===== src/iopm_defs.svh =====
// Contract
// - Array, data, address-in, peripheral, reset modes fixed
// - Control bit zero selects host I/O mode
// - Host I/O: data-out drives, data-in reads
// - Ports A, B, C default host I/O
// - Direction bit or enable term sets direction
// - Ports A, B, C, F: enable ORs direction and term
// - Array output tri-stated without term and direction
// - E, F, G address out: enable, or direction and control
// - Address nibbles a3-a0, a7-a4, a15-a8 per port; code drives full a7-a0 on E and F, a15-a8 on G
// - Non-multiplexed host: F, G become data bus
// - Peripheral mode needs enable bit and select terms
// - Test port shares port E, three enables
// - Reset pattern drives fixed level on F, G
// - Enable is mapping bit 7; buffer off without selects
// - Pattern only in reset without bus cycle
`ifndef IOPM_DEFS_SVH
`define IOPM_DEFS_SVH
`define IOPM_NPORT 7
`define IOPM_PA 0
`define IOPM_PB 1
`define IOPM_PC 2
`define IOPM_PD 3
`define IOPM_PE 4
`define IOPM_PF 5
`define IOPM_PG 6
`define IOPM_RST_VAL 8'h00
`define IOPM_PIO_BIT 7
`define IOPM_SEL_NONE 3'h0
`define IOPM_SEL_DOUT 3'h1
`define IOPM_SEL_ARRAY 3'h2
`define IOPM_SEL_ADDR 3'h3
`define IOPM_SEL_DATA 3'h4
`define IOPM_SEL_PERI 3'h5
`define IOPM_SEL_PAT 3'h6
`define IOPM_SEL_TEST 3'h7
`endif


===== src/iopm_pkg.sv =====
package iopm_pkg;
	typedef logic [7:0] iopm_byte_t;
	typedef iopm_byte_t [6:0] iopm_ports_t;
	typedef struct packed {
		iopm_ports_t array_en;
		iopm_ports_t array_in;
		logic        nonmux_bus;
		logic        reset_mode;
		iopm_byte_t  pat_f;
		iopm_byte_t  pat_g;
		logic        test_en_a;
		logic        test_en_b;
		logic        test_en_c;
		iopm_byte_t  test_mask;
	} iopm_cfg_t;
	typedef struct packed {
		logic       wr;
		logic [2:0] port;
		logic [1:0] reg_sel;
		iopm_byte_t wdata;
	} iopm_wr_t;
	typedef enum logic [1:0] {
		IOPM_REG_DOUT = 2'b00,
		IOPM_REG_DIR  = 2'b01,
		IOPM_REG_CTL  = 2'b10
	} iopm_reg_t;
	typedef enum logic [1:0] {
		IOPM_ST_RUN     = 2'b00,
		IOPM_ST_PATTERN = 2'b01,
		IOPM_ST_HOLD    = 2'b10
	} iopm_state_t;
endpackage


===== src/iopm_sync.sv =====
`timescale 1ns/1ps
`default_nettype none
module iopm_sync
(
	input  wire logic       mclk,
	input  wire logic       rst_n,
	input  wire logic [7:0] din,
	output var  logic [7:0] dout
);
	logic [7:0] s1_q;
	logic [7:0] s1_d;
	logic [7:0] s2_d;

	always_comb
	begin
		s1_d = din;
		s2_d = s1_q;
	end

	always_ff @(posedge mclk)
	begin
		if (!rst_n)
		begin
			s1_q <= 8'h00;
			dout <= 8'h00;
		end
		else
		begin
			s1_q <= s1_d;
			dout <= s2_d;
		end
	end
endmodule
`default_nettype wire


===== src/iopm_pin.sv =====
`timescale 1ns/1ps
`default_nettype none
`include "iopm_defs.svh"
module iopm_pin
(
	input  wire logic       has_ctl,
	input  wire logic       oe_or_dir,
	input  wire logic       array_en,
	input  wire logic       array_in,
	input  wire logic       array_oe,
	input  wire logic       dir,
	input  wire logic       ctl,
	input  wire logic       fixed_en,
	input  wire logic [2:0] fixed_sel,
	output var  logic [2:0] sel,
	output var  logic       oe
);
	logic drive_en;

	always_comb
	begin
		drive_en = oe_or_dir ? (dir | array_oe) : dir;
		sel = `IOPM_SEL_NONE;
		oe = 1'b0;
		if (fixed_en)
		begin
			sel = fixed_sel;
			oe = fixed_sel != `IOPM_SEL_NONE;
		end
		else if (array_en)
		begin
			sel = `IOPM_SEL_ARRAY;
			oe = !array_in && (array_oe || dir);
		end
		else if (has_ctl && (array_oe || (dir && ctl)))
		begin
			sel = `IOPM_SEL_ADDR;
			oe = 1'b1;
		end
		else
		begin
			sel = `IOPM_SEL_DOUT;
			oe = drive_en;
		end
	end
endmodule
`default_nettype wire


===== src/iopm_top.sv =====
`timescale 1ns/1ps
`default_nettype none
`include "iopm_defs.svh"
module iopm_top
(
	input  wire logic                 mclk,
	input  wire logic                 rst_n,
	input  wire iopm_pkg::iopm_cfg_t  cfg,
	input  wire iopm_pkg::iopm_wr_t   host_wr,
	input  wire logic [2:0]           rd_port,
	input  wire iopm_pkg::iopm_ports_t array_out,
	input  wire iopm_pkg::iopm_ports_t array_oe,
	input  wire logic [15:0]          host_addr,
	input  wire logic                 addr_latch,
	input  wire logic [15:0]          host_wdata,
	input  wire logic                 host_data_oe,
	input  wire logic                 bus_cycle,
	input  wire logic                 dev_reset,
	input  wire logic                 periph_select_zero,
	input  wire logic                 periph_select_one,
	input  wire logic [7:0]           memory_mapping_reg,
	input  wire logic [7:0]           test_out,
	input  wire logic [7:0]           test_oe,
	input  wire iopm_pkg::iopm_ports_t pin_in,
	output var  iopm_pkg::iopm_ports_t pin_out,
	output var  iopm_pkg::iopm_ports_t pin_oe,
	output var  logic [7:0]           rd_data,
	output var  iopm_pkg::iopm_ports_t pin_sync,
	output var  logic [1:0]           state
);
	import iopm_pkg::*;

	// ****************************************
	// Registers
	// ****************************************
	iopm_ports_t dout_q;
	iopm_ports_t dout_d;
	iopm_ports_t dir_q;
	iopm_ports_t dir_d;
	iopm_ports_t ctl_q;
	iopm_ports_t ctl_d;
	iopm_byte_t  alat_lo_q;
	iopm_byte_t  alat_lo_d;
	iopm_byte_t  alat_hi_q;
	iopm_byte_t  alat_hi_d;
	iopm_state_t st_q;
	iopm_state_t st_d;
	iopm_ports_t out_d;
	iopm_ports_t oe_d;
	iopm_byte_t  rd_d;
	iopm_ports_t pin_s;
	logic [2:0]  fsel [7][8];
	logic        fen [7][8];
	logic        test_on;
	logic        peri_on;
	logic        peri_act;
	iopm_byte_t  aval [7];

	genvar gp;
	genvar gb;
	generate
		for (gp = 0; gp < `IOPM_NPORT; gp++)
		begin : g_sync
			iopm_sync u_sync
			(
				.mclk  (mclk),
				.rst_n (rst_n),
				.din   (pin_in[gp]),
				.dout  (pin_s[gp])
			);
		end
	endgenerate

	// ****************************************
	// Host register writes
	// ****************************************
	always_comb
	begin
		dout_d = dout_q;
		dir_d = dir_q;
		ctl_d = ctl_q;
		if (host_wr.wr && host_wr.port < 3'(`IOPM_NPORT))
		begin
			unique case (host_wr.reg_sel)
				IOPM_REG_DOUT: dout_d[host_wr.port] = host_wr.wdata;
				IOPM_REG_DIR:  dir_d[host_wr.port] = host_wr.wdata;
				IOPM_REG_CTL:
				begin
					if (host_wr.port >= 3'(`IOPM_PE))
						ctl_d[host_wr.port] = host_wr.wdata;
				end
				default: dout_d = dout_q;
			endcase
		end
	end

	always_ff @(posedge mclk)
	begin
		if (!rst_n)
		begin
			dout_q <= '0;
			dir_q <= '0;
			ctl_q <= '0;
		end
		else
		begin
			dout_q <= dout_d;
			dir_q <= dir_d;
			ctl_q <= ctl_d;
		end
	end

	// ****************************************
	// Address latch
	// ****************************************
	always_comb
	begin
		alat_lo_d = addr_latch ? host_addr[7:0] : alat_lo_q;
		alat_hi_d = addr_latch ? host_addr[15:8] : alat_hi_q;
	end

	always_ff @(posedge mclk)
	begin
		if (!rst_n)
		begin
			alat_lo_q <= `IOPM_RST_VAL;
			alat_hi_q <= `IOPM_RST_VAL;
		end
		else
		begin
			alat_lo_q <= alat_lo_d;
			alat_hi_q <= alat_hi_d;
		end
	end

	// ****************************************
	// Reset pattern sequencer
	// ****************************************
	always_comb
	begin
		st_d = st_q;
		unique case (st_q)
			IOPM_ST_RUN:
				if (cfg.reset_mode && dev_reset && !bus_cycle)
					st_d = IOPM_ST_PATTERN;
			IOPM_ST_PATTERN:
				if (!dev_reset)
					st_d = IOPM_ST_RUN;
				else if (bus_cycle)
					st_d = IOPM_ST_HOLD;
			IOPM_ST_HOLD:
				if (!dev_reset)
					st_d = IOPM_ST_RUN;
				else if (!bus_cycle)
					st_d = IOPM_ST_PATTERN;
			default: st_d = IOPM_ST_RUN;
		endcase
	end

	always_ff @(posedge mclk)
	begin
		if (!rst_n)
			st_q <= IOPM_ST_RUN;
		else
			st_q <= st_d;
	end

	// ****************************************
	// Per-pin mode selection
	// ****************************************
	always_comb
	begin
		test_on = cfg.test_en_a | cfg.test_en_b | cfg.test_en_c;
		peri_on = memory_mapping_reg[`IOPM_PIO_BIT];
		peri_act = peri_on && (periph_select_zero || periph_select_one);
		aval[`IOPM_PA] = 8'h00;
		aval[`IOPM_PB] = 8'h00;
		aval[`IOPM_PC] = 8'h00;
		aval[`IOPM_PD] = 8'h00;
		aval[`IOPM_PE] = alat_lo_q;
		aval[`IOPM_PF] = alat_lo_q;
		aval[`IOPM_PG] = alat_hi_q;
	end

	// ****************************************
	// Fixed-function pin claims
	// ****************************************
	always_comb
	begin
		for (int p = 0; p < `IOPM_NPORT; p++)
		begin
			for (int b = 0; b < 8; b++)
			begin
				fen[p][b] = 1'b0;
				fsel[p][b] = `IOPM_SEL_NONE;
				if (p == `IOPM_PE && test_on && cfg.test_mask[b])
				begin
					fen[p][b] = 1'b1;
					fsel[p][b] = test_oe[b] ? `IOPM_SEL_TEST
						: `IOPM_SEL_NONE;
				end
				else if ((p == `IOPM_PF || p == `IOPM_PG)
					&& st_q == IOPM_ST_PATTERN)
				begin
					fen[p][b] = 1'b1;
					fsel[p][b] = `IOPM_SEL_PAT;
				end
				else if ((p == `IOPM_PF || p == `IOPM_PG)
					&& cfg.nonmux_bus)
				begin
					fen[p][b] = 1'b1;
					fsel[p][b] = host_data_oe ? `IOPM_SEL_DATA
						: `IOPM_SEL_NONE;
				end
				else if (p == `IOPM_PF && peri_on)
				begin
					fen[p][b] = 1'b1;
					fsel[p][b] = (peri_act && host_data_oe)
						? `IOPM_SEL_PERI : `IOPM_SEL_NONE;
				end
			end
		end
	end

	generate
		for (gp = 0; gp < `IOPM_NPORT; gp++)
		begin : g_port
			for (gb = 0; gb < 8; gb++)
			begin : g_bit
				logic [2:0] s;
				logic       o;
				iopm_pin u_pin
				(
					.has_ctl   (gp >= `IOPM_PE),
					.oe_or_dir (gp <= `IOPM_PC || gp == `IOPM_PF),
					.array_en  (cfg.array_en[gp][gb]),
					.array_in  (cfg.array_in[gp][gb]),
					.array_oe  (array_oe[gp][gb]),
					.dir       (dir_q[gp][gb]),
					.ctl       (ctl_q[gp][gb]),
					.fixed_en  (fen[gp][gb]),
					.fixed_sel (fsel[gp][gb]),
					.sel       (s),
					.oe        (o)
				);
				always_comb
				begin
					unique case (s)
						`IOPM_SEL_DOUT:  out_d[gp][gb] = dout_q[gp][gb];
						`IOPM_SEL_ARRAY: out_d[gp][gb] = array_out[gp][gb];
						`IOPM_SEL_ADDR:  out_d[gp][gb] = aval[gp][gb];
						`IOPM_SEL_DATA:  out_d[gp][gb] =
							(gp == `IOPM_PG) ? host_wdata[8+gb] : host_wdata[gb];
						`IOPM_SEL_PERI:  out_d[gp][gb] = host_wdata[gb];
						`IOPM_SEL_PAT:   out_d[gp][gb] =
							(gp == `IOPM_PG) ? cfg.pat_g[gb] : cfg.pat_f[gb];
						`IOPM_SEL_TEST:  out_d[gp][gb] = test_out[gb];
						default:         out_d[gp][gb] = 1'b0;
					endcase
					oe_d[gp][gb] = o;
				end
			end
		end
	endgenerate

	// ****************************************
	// Host read path
	// ****************************************
	always_comb
	begin
		rd_d = 8'h00;
		if (rd_port < 3'(`IOPM_NPORT))
			rd_d = pin_s[rd_port];
	end

	always_ff @(posedge mclk)
	begin
		if (!rst_n)
		begin
			rd_data <= 8'h00;
			pin_sync <= '0;
		end
		else
		begin
			rd_data <= rd_d;
			pin_sync <= pin_s;
		end
	end

	// ****************************************
	// Pin drive and state outputs
	// ****************************************
	always_ff @(posedge mclk)
	begin
		if (!rst_n)
		begin
			pin_out <= '0;
			pin_oe <= '0;
			state <= 2'b00;
		end
		else
		begin
			pin_out <= out_d;
			pin_oe <= oe_d;
			state <= st_d;
		end
	end
endmodule
`default_nettype wire


===== config.mk =====
export PLATFORM = sky130hd
export DESIGN_NAME = iopm_top
export DESIGN_NICKNAME = d
export VERILOG_FILES = /design/src/iopm_pkg.sv /design/src/iopm_sync.sv /design/src/iopm_pin.sv /design/src/iopm_top.sv
export VERILOG_INCLUDE_DIRS = /design/src
export SDC_FILE = /design/constraint.sdc
export NUM_CORES = 1
export LEC_CHECK = 0
export CORE_AREA = 5 5 217 219
export DETAILED_ROUTE_END_ITERATION = 10
export DIE_AREA = 0 0 222 224
export DONT_BUFFER_PORTS = 1
export PLACE_DENSITY = 0.74
export SLEW_MARGIN = 20
export SYNTH_ARGS = -nofsm -noshare
export SYNTH_HDL_FRONTEND = slang
export SYNTH_HIERARCHICAL = 1
export SYNTH_SLANG_ARGS = --single-unit

===== constraint.sdc =====
create_clock -name mclk -period 6.8 [get_ports mclk]
set_input_delay 1.7 -clock mclk [delete_from_list [all_inputs] [get_ports mclk]]
set_output_delay 1.7 -clock mclk [all_outputs]
set_load 0.01 [all_outputs]

# Yosys cells after proc, flatten, opt, wreduce, memory -nomap -nowiden
# Index checks and enable logic that the tools add are counted.
# classes
order_cmp	6
n_bitwise	34
reduce_logical	297
n_mux	313
n_eq_ne	367
# op_table
cell	count
$eq 3x3->1 const B	224
$eq 3x2->1 const B	80
$mux 3	71
$bwmux 56	3
$eq 3x1->1 const B	56
$pmux 1 s5	32
$mux 2	61
$mux 1	117
$pmux 1 s6	16
$reduce_or 2->1	48
$logic_and 1x1->1	94
$logic_or 1x1->1	81
$logic_not 1->1	57
$pmux 1 s7	8
$or 1x1->1	34
$reduce_bool 3->1	10
$bmux 8 s3	1
$demux 8 s3	1
$mux 8	2
$lt 3x4->1 const B	2
$lt 3x3->1 const B	2
$ne 3x3->1 const B	2
$pmux 2 s3	1
$reduce_and 2->1	3
7 further kinds	11
# totals
inputBits	390
regBits	474
output_inout_bits	178
word_cells	1077

# Longest topological paths before layout
# logic_depth
depth_word	11
mapped_depth	8

# Modules after synthesis
# The synthesis kept the hierarchy.
# by_module_without_submodules
module	area_per_inst_um2	seq_area_each_um2	n_inst	cells_each
iopm_top	14943.1	7247.0	1	1534
iopm_pin	87.6	0.0	56	13
iopm_sync	446.7	320.3	7	33

# Least setup slack after synthesis
# No wires, ideal clock.
# synth_timing
path_type	in2reg
startpoint	input port cfg[28] (netlist name)
endpoint	register pin_out[40] (netlist name)
required_time_ns	6.684
slack_ns	2.465
arrival_ns	4.220
cell_stages	7
setup_time_ns	0.116
n_path_buf	0
cell_sequence	nand2b_1 > nor2_1 > nand2_1 > o21ai_0 > mux4_2 > nand2b_1 > and3_1
# synth_lines
element	line	source
start, declared	iopm_top.sv:8	input wire iopm_pkg::iopm_cfg_t cfg,
end signal, assigned	iopm_top.sv:303	pin_out <= out_d;
end, declared	iopm_top.sv:25	output var iopm_pkg::iopm_ports_t pin_out,

==> flow_summary.json <==
{
  "outcome": "complete, no violations",
  "routabilityCongestion": 0.868,
  "synth_cells": 2493,
  "finalSetupViolCount": 0,
  "nFillCells": 3789,
  "die_w_um": 222,
  "p_seq_share_pct": 44.5,
  "top_usage_layer": "met2",
  "placed_area_mm2": 0.0255,
  "p_sw_mw": 1.62,
  "num_vias": 20100,
  "clk_latency_ps": 610,
  "power_frac_clock_pct": 46.2,
  "clock-sinks": 474,
  "min-delay-start": "g_sync[1].u_sync/s1_q[3]$_SDFF_PN0_",
  "first_global_vias": 19500,
  "critPathCaptureType": "register",
  "ant_nets": 0,
  "cts_tree": "done",
  "drt_iter0_markers": 1624,
  "comb_power_share_pct": 9.2,
  "viasPerCell": 5.48,
  "sw_frac_of_total_pct": 24.3,
  "async_flop_share_pct": 0,
  "grt_antenna_before_repair": 13,
  "path_max_fanout": 16,
  "tightest_slew_ps": 1180,
  "finalHoldViolations": 0,
  "stdcell_area_mm2": 0.0274,
  "hp-class": "reg -> reg",
  "overflow": 0,
  "synth_area_mm2": 0.0230,
  "synth_top_family_by_area": "compound AO/OA/AOI/OAI gates",
  "synth_edf_count": 0,
  "relSlewSlack_pct": 21.2,
  "synth_compound_area_share_pct": 25.1,
  "io_pins": 568,
  "yosys.area_share.simple_pct": 23.2,
  "io_buffers": 0,
  "drc_errors": 0,
  "dieArea_mm2": 0.0497,
  "tns_ps": 0,
  "pwr_density_cell_mw_per_mm2": 244,
  "cts.clk_slew.worst_paths_ps": 60,
  "postCtsSetupBuffers": 0,
  "ctsHoldBuffers": 0,
  "fin_total_pwr_mw": 6.69,
  "drive_gt1_share_pct": 11.8,
  "start_util_pct": 51.2,
  "synthMuxAreaShare_pct": 6.70,
  "firstDrtPassIters": 8,
  "fin_skew_ps": 16.2,
  "synthFlopType": "dfxtp_1",
  "yosysTopAreaCell": "dfxtp_1",
  "cts-root-buf": "clkbuf_16",
  "ys_seq_area_share_pct": 41.3,
  "synth_top_cell_area_share_pct": 41.3,
  "synth_area_leaders": "dfxtp_1 41%, and2_1 6.5%, o21ai_0 5.1%, nor4b_2 3.7%, mux4_2 3.1%",
  "htreeDepth": 2,
  "fmax_mhz": 307,
  "cts_buffers": 51,
  "post_cts_resized": 0,
  "wire_per_inst_um": 21.6,
  "yosysMostFrequentCell": "dfxtp_1",
  "grtUsageMet1_pct": 35.5,
  "maxSlewViolCount": 0,
  "rsz0062_at_grt": "no",
  "required_ps": 7290,
  "synthXorXnorAreaFrac_pct": 0,
  "arrival_ps": 3750,
  "synth_cell_types": 44,
  "die_h_um": 224,
  "finalCriticalPeriod_ps": 3260,
  "grt_max_degree": 468,
  "routed_wl_um": 79500,
  "regToRegStartpoint": "state[1]$_SDFFE_PN0P_",
  "grt_pass1_wl_um": 116000,
  "ys_top_cells_by_count": "474 x dfxtp_1, 237 x and2_1, 235 x o21ai_0",
  "syn_to_final_growth_pct": 19.5,
  "peakVddDrop_v": 0.000233,
  "p_int_mw": 5.07,
  "core_area_mm2": 0.0449,
  "leakage_nw": 11.5,
  "synth_warnings": 6,
  "num_rows": 78,
  "cts_max_path_buffers": 3,
  "fin_crit_sh_pct": 47.9,
  "startpoint_type": "input pin",
  "nets": 3415,
  "yosys.area_share.adder_pct": 0,
  "crit_type": "in -> reg",
  "met2_usage_pct": 51.6,
  "grt_use_met3_pct": 8.03,
  "ys_ff_latch": 474,
  "hpwl_um": 56400,
  "crit_start": "cfg[9]",
  "drv_cap": 0,
  "grtUsageTotal_pct": 30.1,
  "syn_area_per_cell_um2": 9.22
}
-- metal layers --
layer	vias up	routed length [µm]
met5	-	26
met4	4	3800
met3	193	6670
li1	9514	-
met2	855	38500
met1	9567	30500
-- cell type report --
| type | instances | area (µm²) | area share [%] |
|---|---|---|---|
| Clock buffer | 67 | 1450 | 5.27 |
| Multi-Input combinational cell | 2415 | 15000 | 54.5 |
| Timing Repair Buffer | 9 | 67.6 | 0.246 |
| Inverter | 74 | 278 | 1.01 |
| Clock inverter | 28 | 443 | 1.61 |
| Sequential cell | 474 | 9490 | 34.6 |
| Antenna cell | 7 | 17.5 | 0.0638 |
| Tap cell | 600 | 751 | 2.74 |
-- final timing paths --
| check | endpoint | slack, ps | cells after the start |
|---|---|---|---|
| hold reg to reg | g_sync[1].u_sync/dout[3]$_SDFF_PN0_ | 430 | 1 |
| setup reg to reg | pin_out[45]$_SDFF_PN0_ | 4070 | 8 |
| setup / recovery | pin_out[37]$_SDFF_PN0_ | 3540 | 6 |
| hold / removal | g_sync[1].u_sync/dout[3]$_SDFF_PN0_ | 430 | 1 |
-- layout by cell type, fill, tap and decap left out, types with 7 or more instances in the layout --
master	synthesis	final
a211oi_1	64	64
a21boi_0	58	58
a21boi_1	78	78
a21o_1	56	56
a21oi_1	105	105
a221o_1	8	8
a2bb2oi_1	8	8
and2_1	237	237
and2_2	84	84
and3_1	32	32
and3b_1	30	30
buf_4	0	9
bufinv_16	0	10
clkbuf_16	0	52
clkbuf_8	0	9
clkinv_2	0	11
conb_1	2	600
dfxtp_1	474	474
diode_2	0	7
inv_1	74	74
mux2_2	23	23
mux2i_1	56	56
mux4_2	32	32
nand2_1	169	169
nand2b_1	29	26
nand3_1	138	138
nor2_1	27	26
nor2b_1	27	25
nor4b_2	57	56
o211a_1	17	17
o21ai_0	235	235
o21ai_1	86	86
o221ai_1	17	17
o31ai_1	71	71
o31ai_2	56	56
-- logic make-up after synthesis --
family | Yosys count
compound gates | 861
buf+inv | 202
flops | 474
mux | 111
other cells | 2
simple gates | 843
-- critical path, cell delays in order --
cell and delay (ps):
or3_1 600, and2_1 330, o21ai_0 440, mux4_2 370, nand2b_1 140, and3_1 160
-- stage by stage --
| step | std cells | util [%] | setup WS (ps) | hold slack (ps) |
|---|---|---|---|---|
| 3_5_place_dp | 3572 | 56.9 | 2960 | 418 |
| 3_3_place_gp | 3572 | 56.9 | 2970 | 413 |
| 5_1_grt | 3673 | 61.1 | 3460 | 443 |
| 2_1_floorplan | 3091 | - | 2460 | 412 |
| 6_report | 3674 | 61.1 | 3540 | 429 |
| 4_1_cts | 3667 | 61.1 | 3590 | 431 |
-- registers in the layout, summed over array words and instances (netlist names) --
name                cells
rd_data                 8
alat_lo_q               8
ctl_q                  56
dir_q                  56
pin_sync               56
pin_out                56
g_sync.u_sync/s1_q     56
dout_q                 56
pin_oe                 56
g_sync.u_sync/dout     56
alat_hi_q               8
state                   2
-- power by group through the flow --
stage	registers, mW	clock network [mW]	logic [mW]
floorplan	3.00	0	0.548
global placement	3.04	0	0.571
detailed placement	3.04	0	0.592
CTS	2.98	3.13	0.597
global route	2.98	3.25	0.688
finish	2.98	3.09	0.617
(Power assumes the default switching activity.)
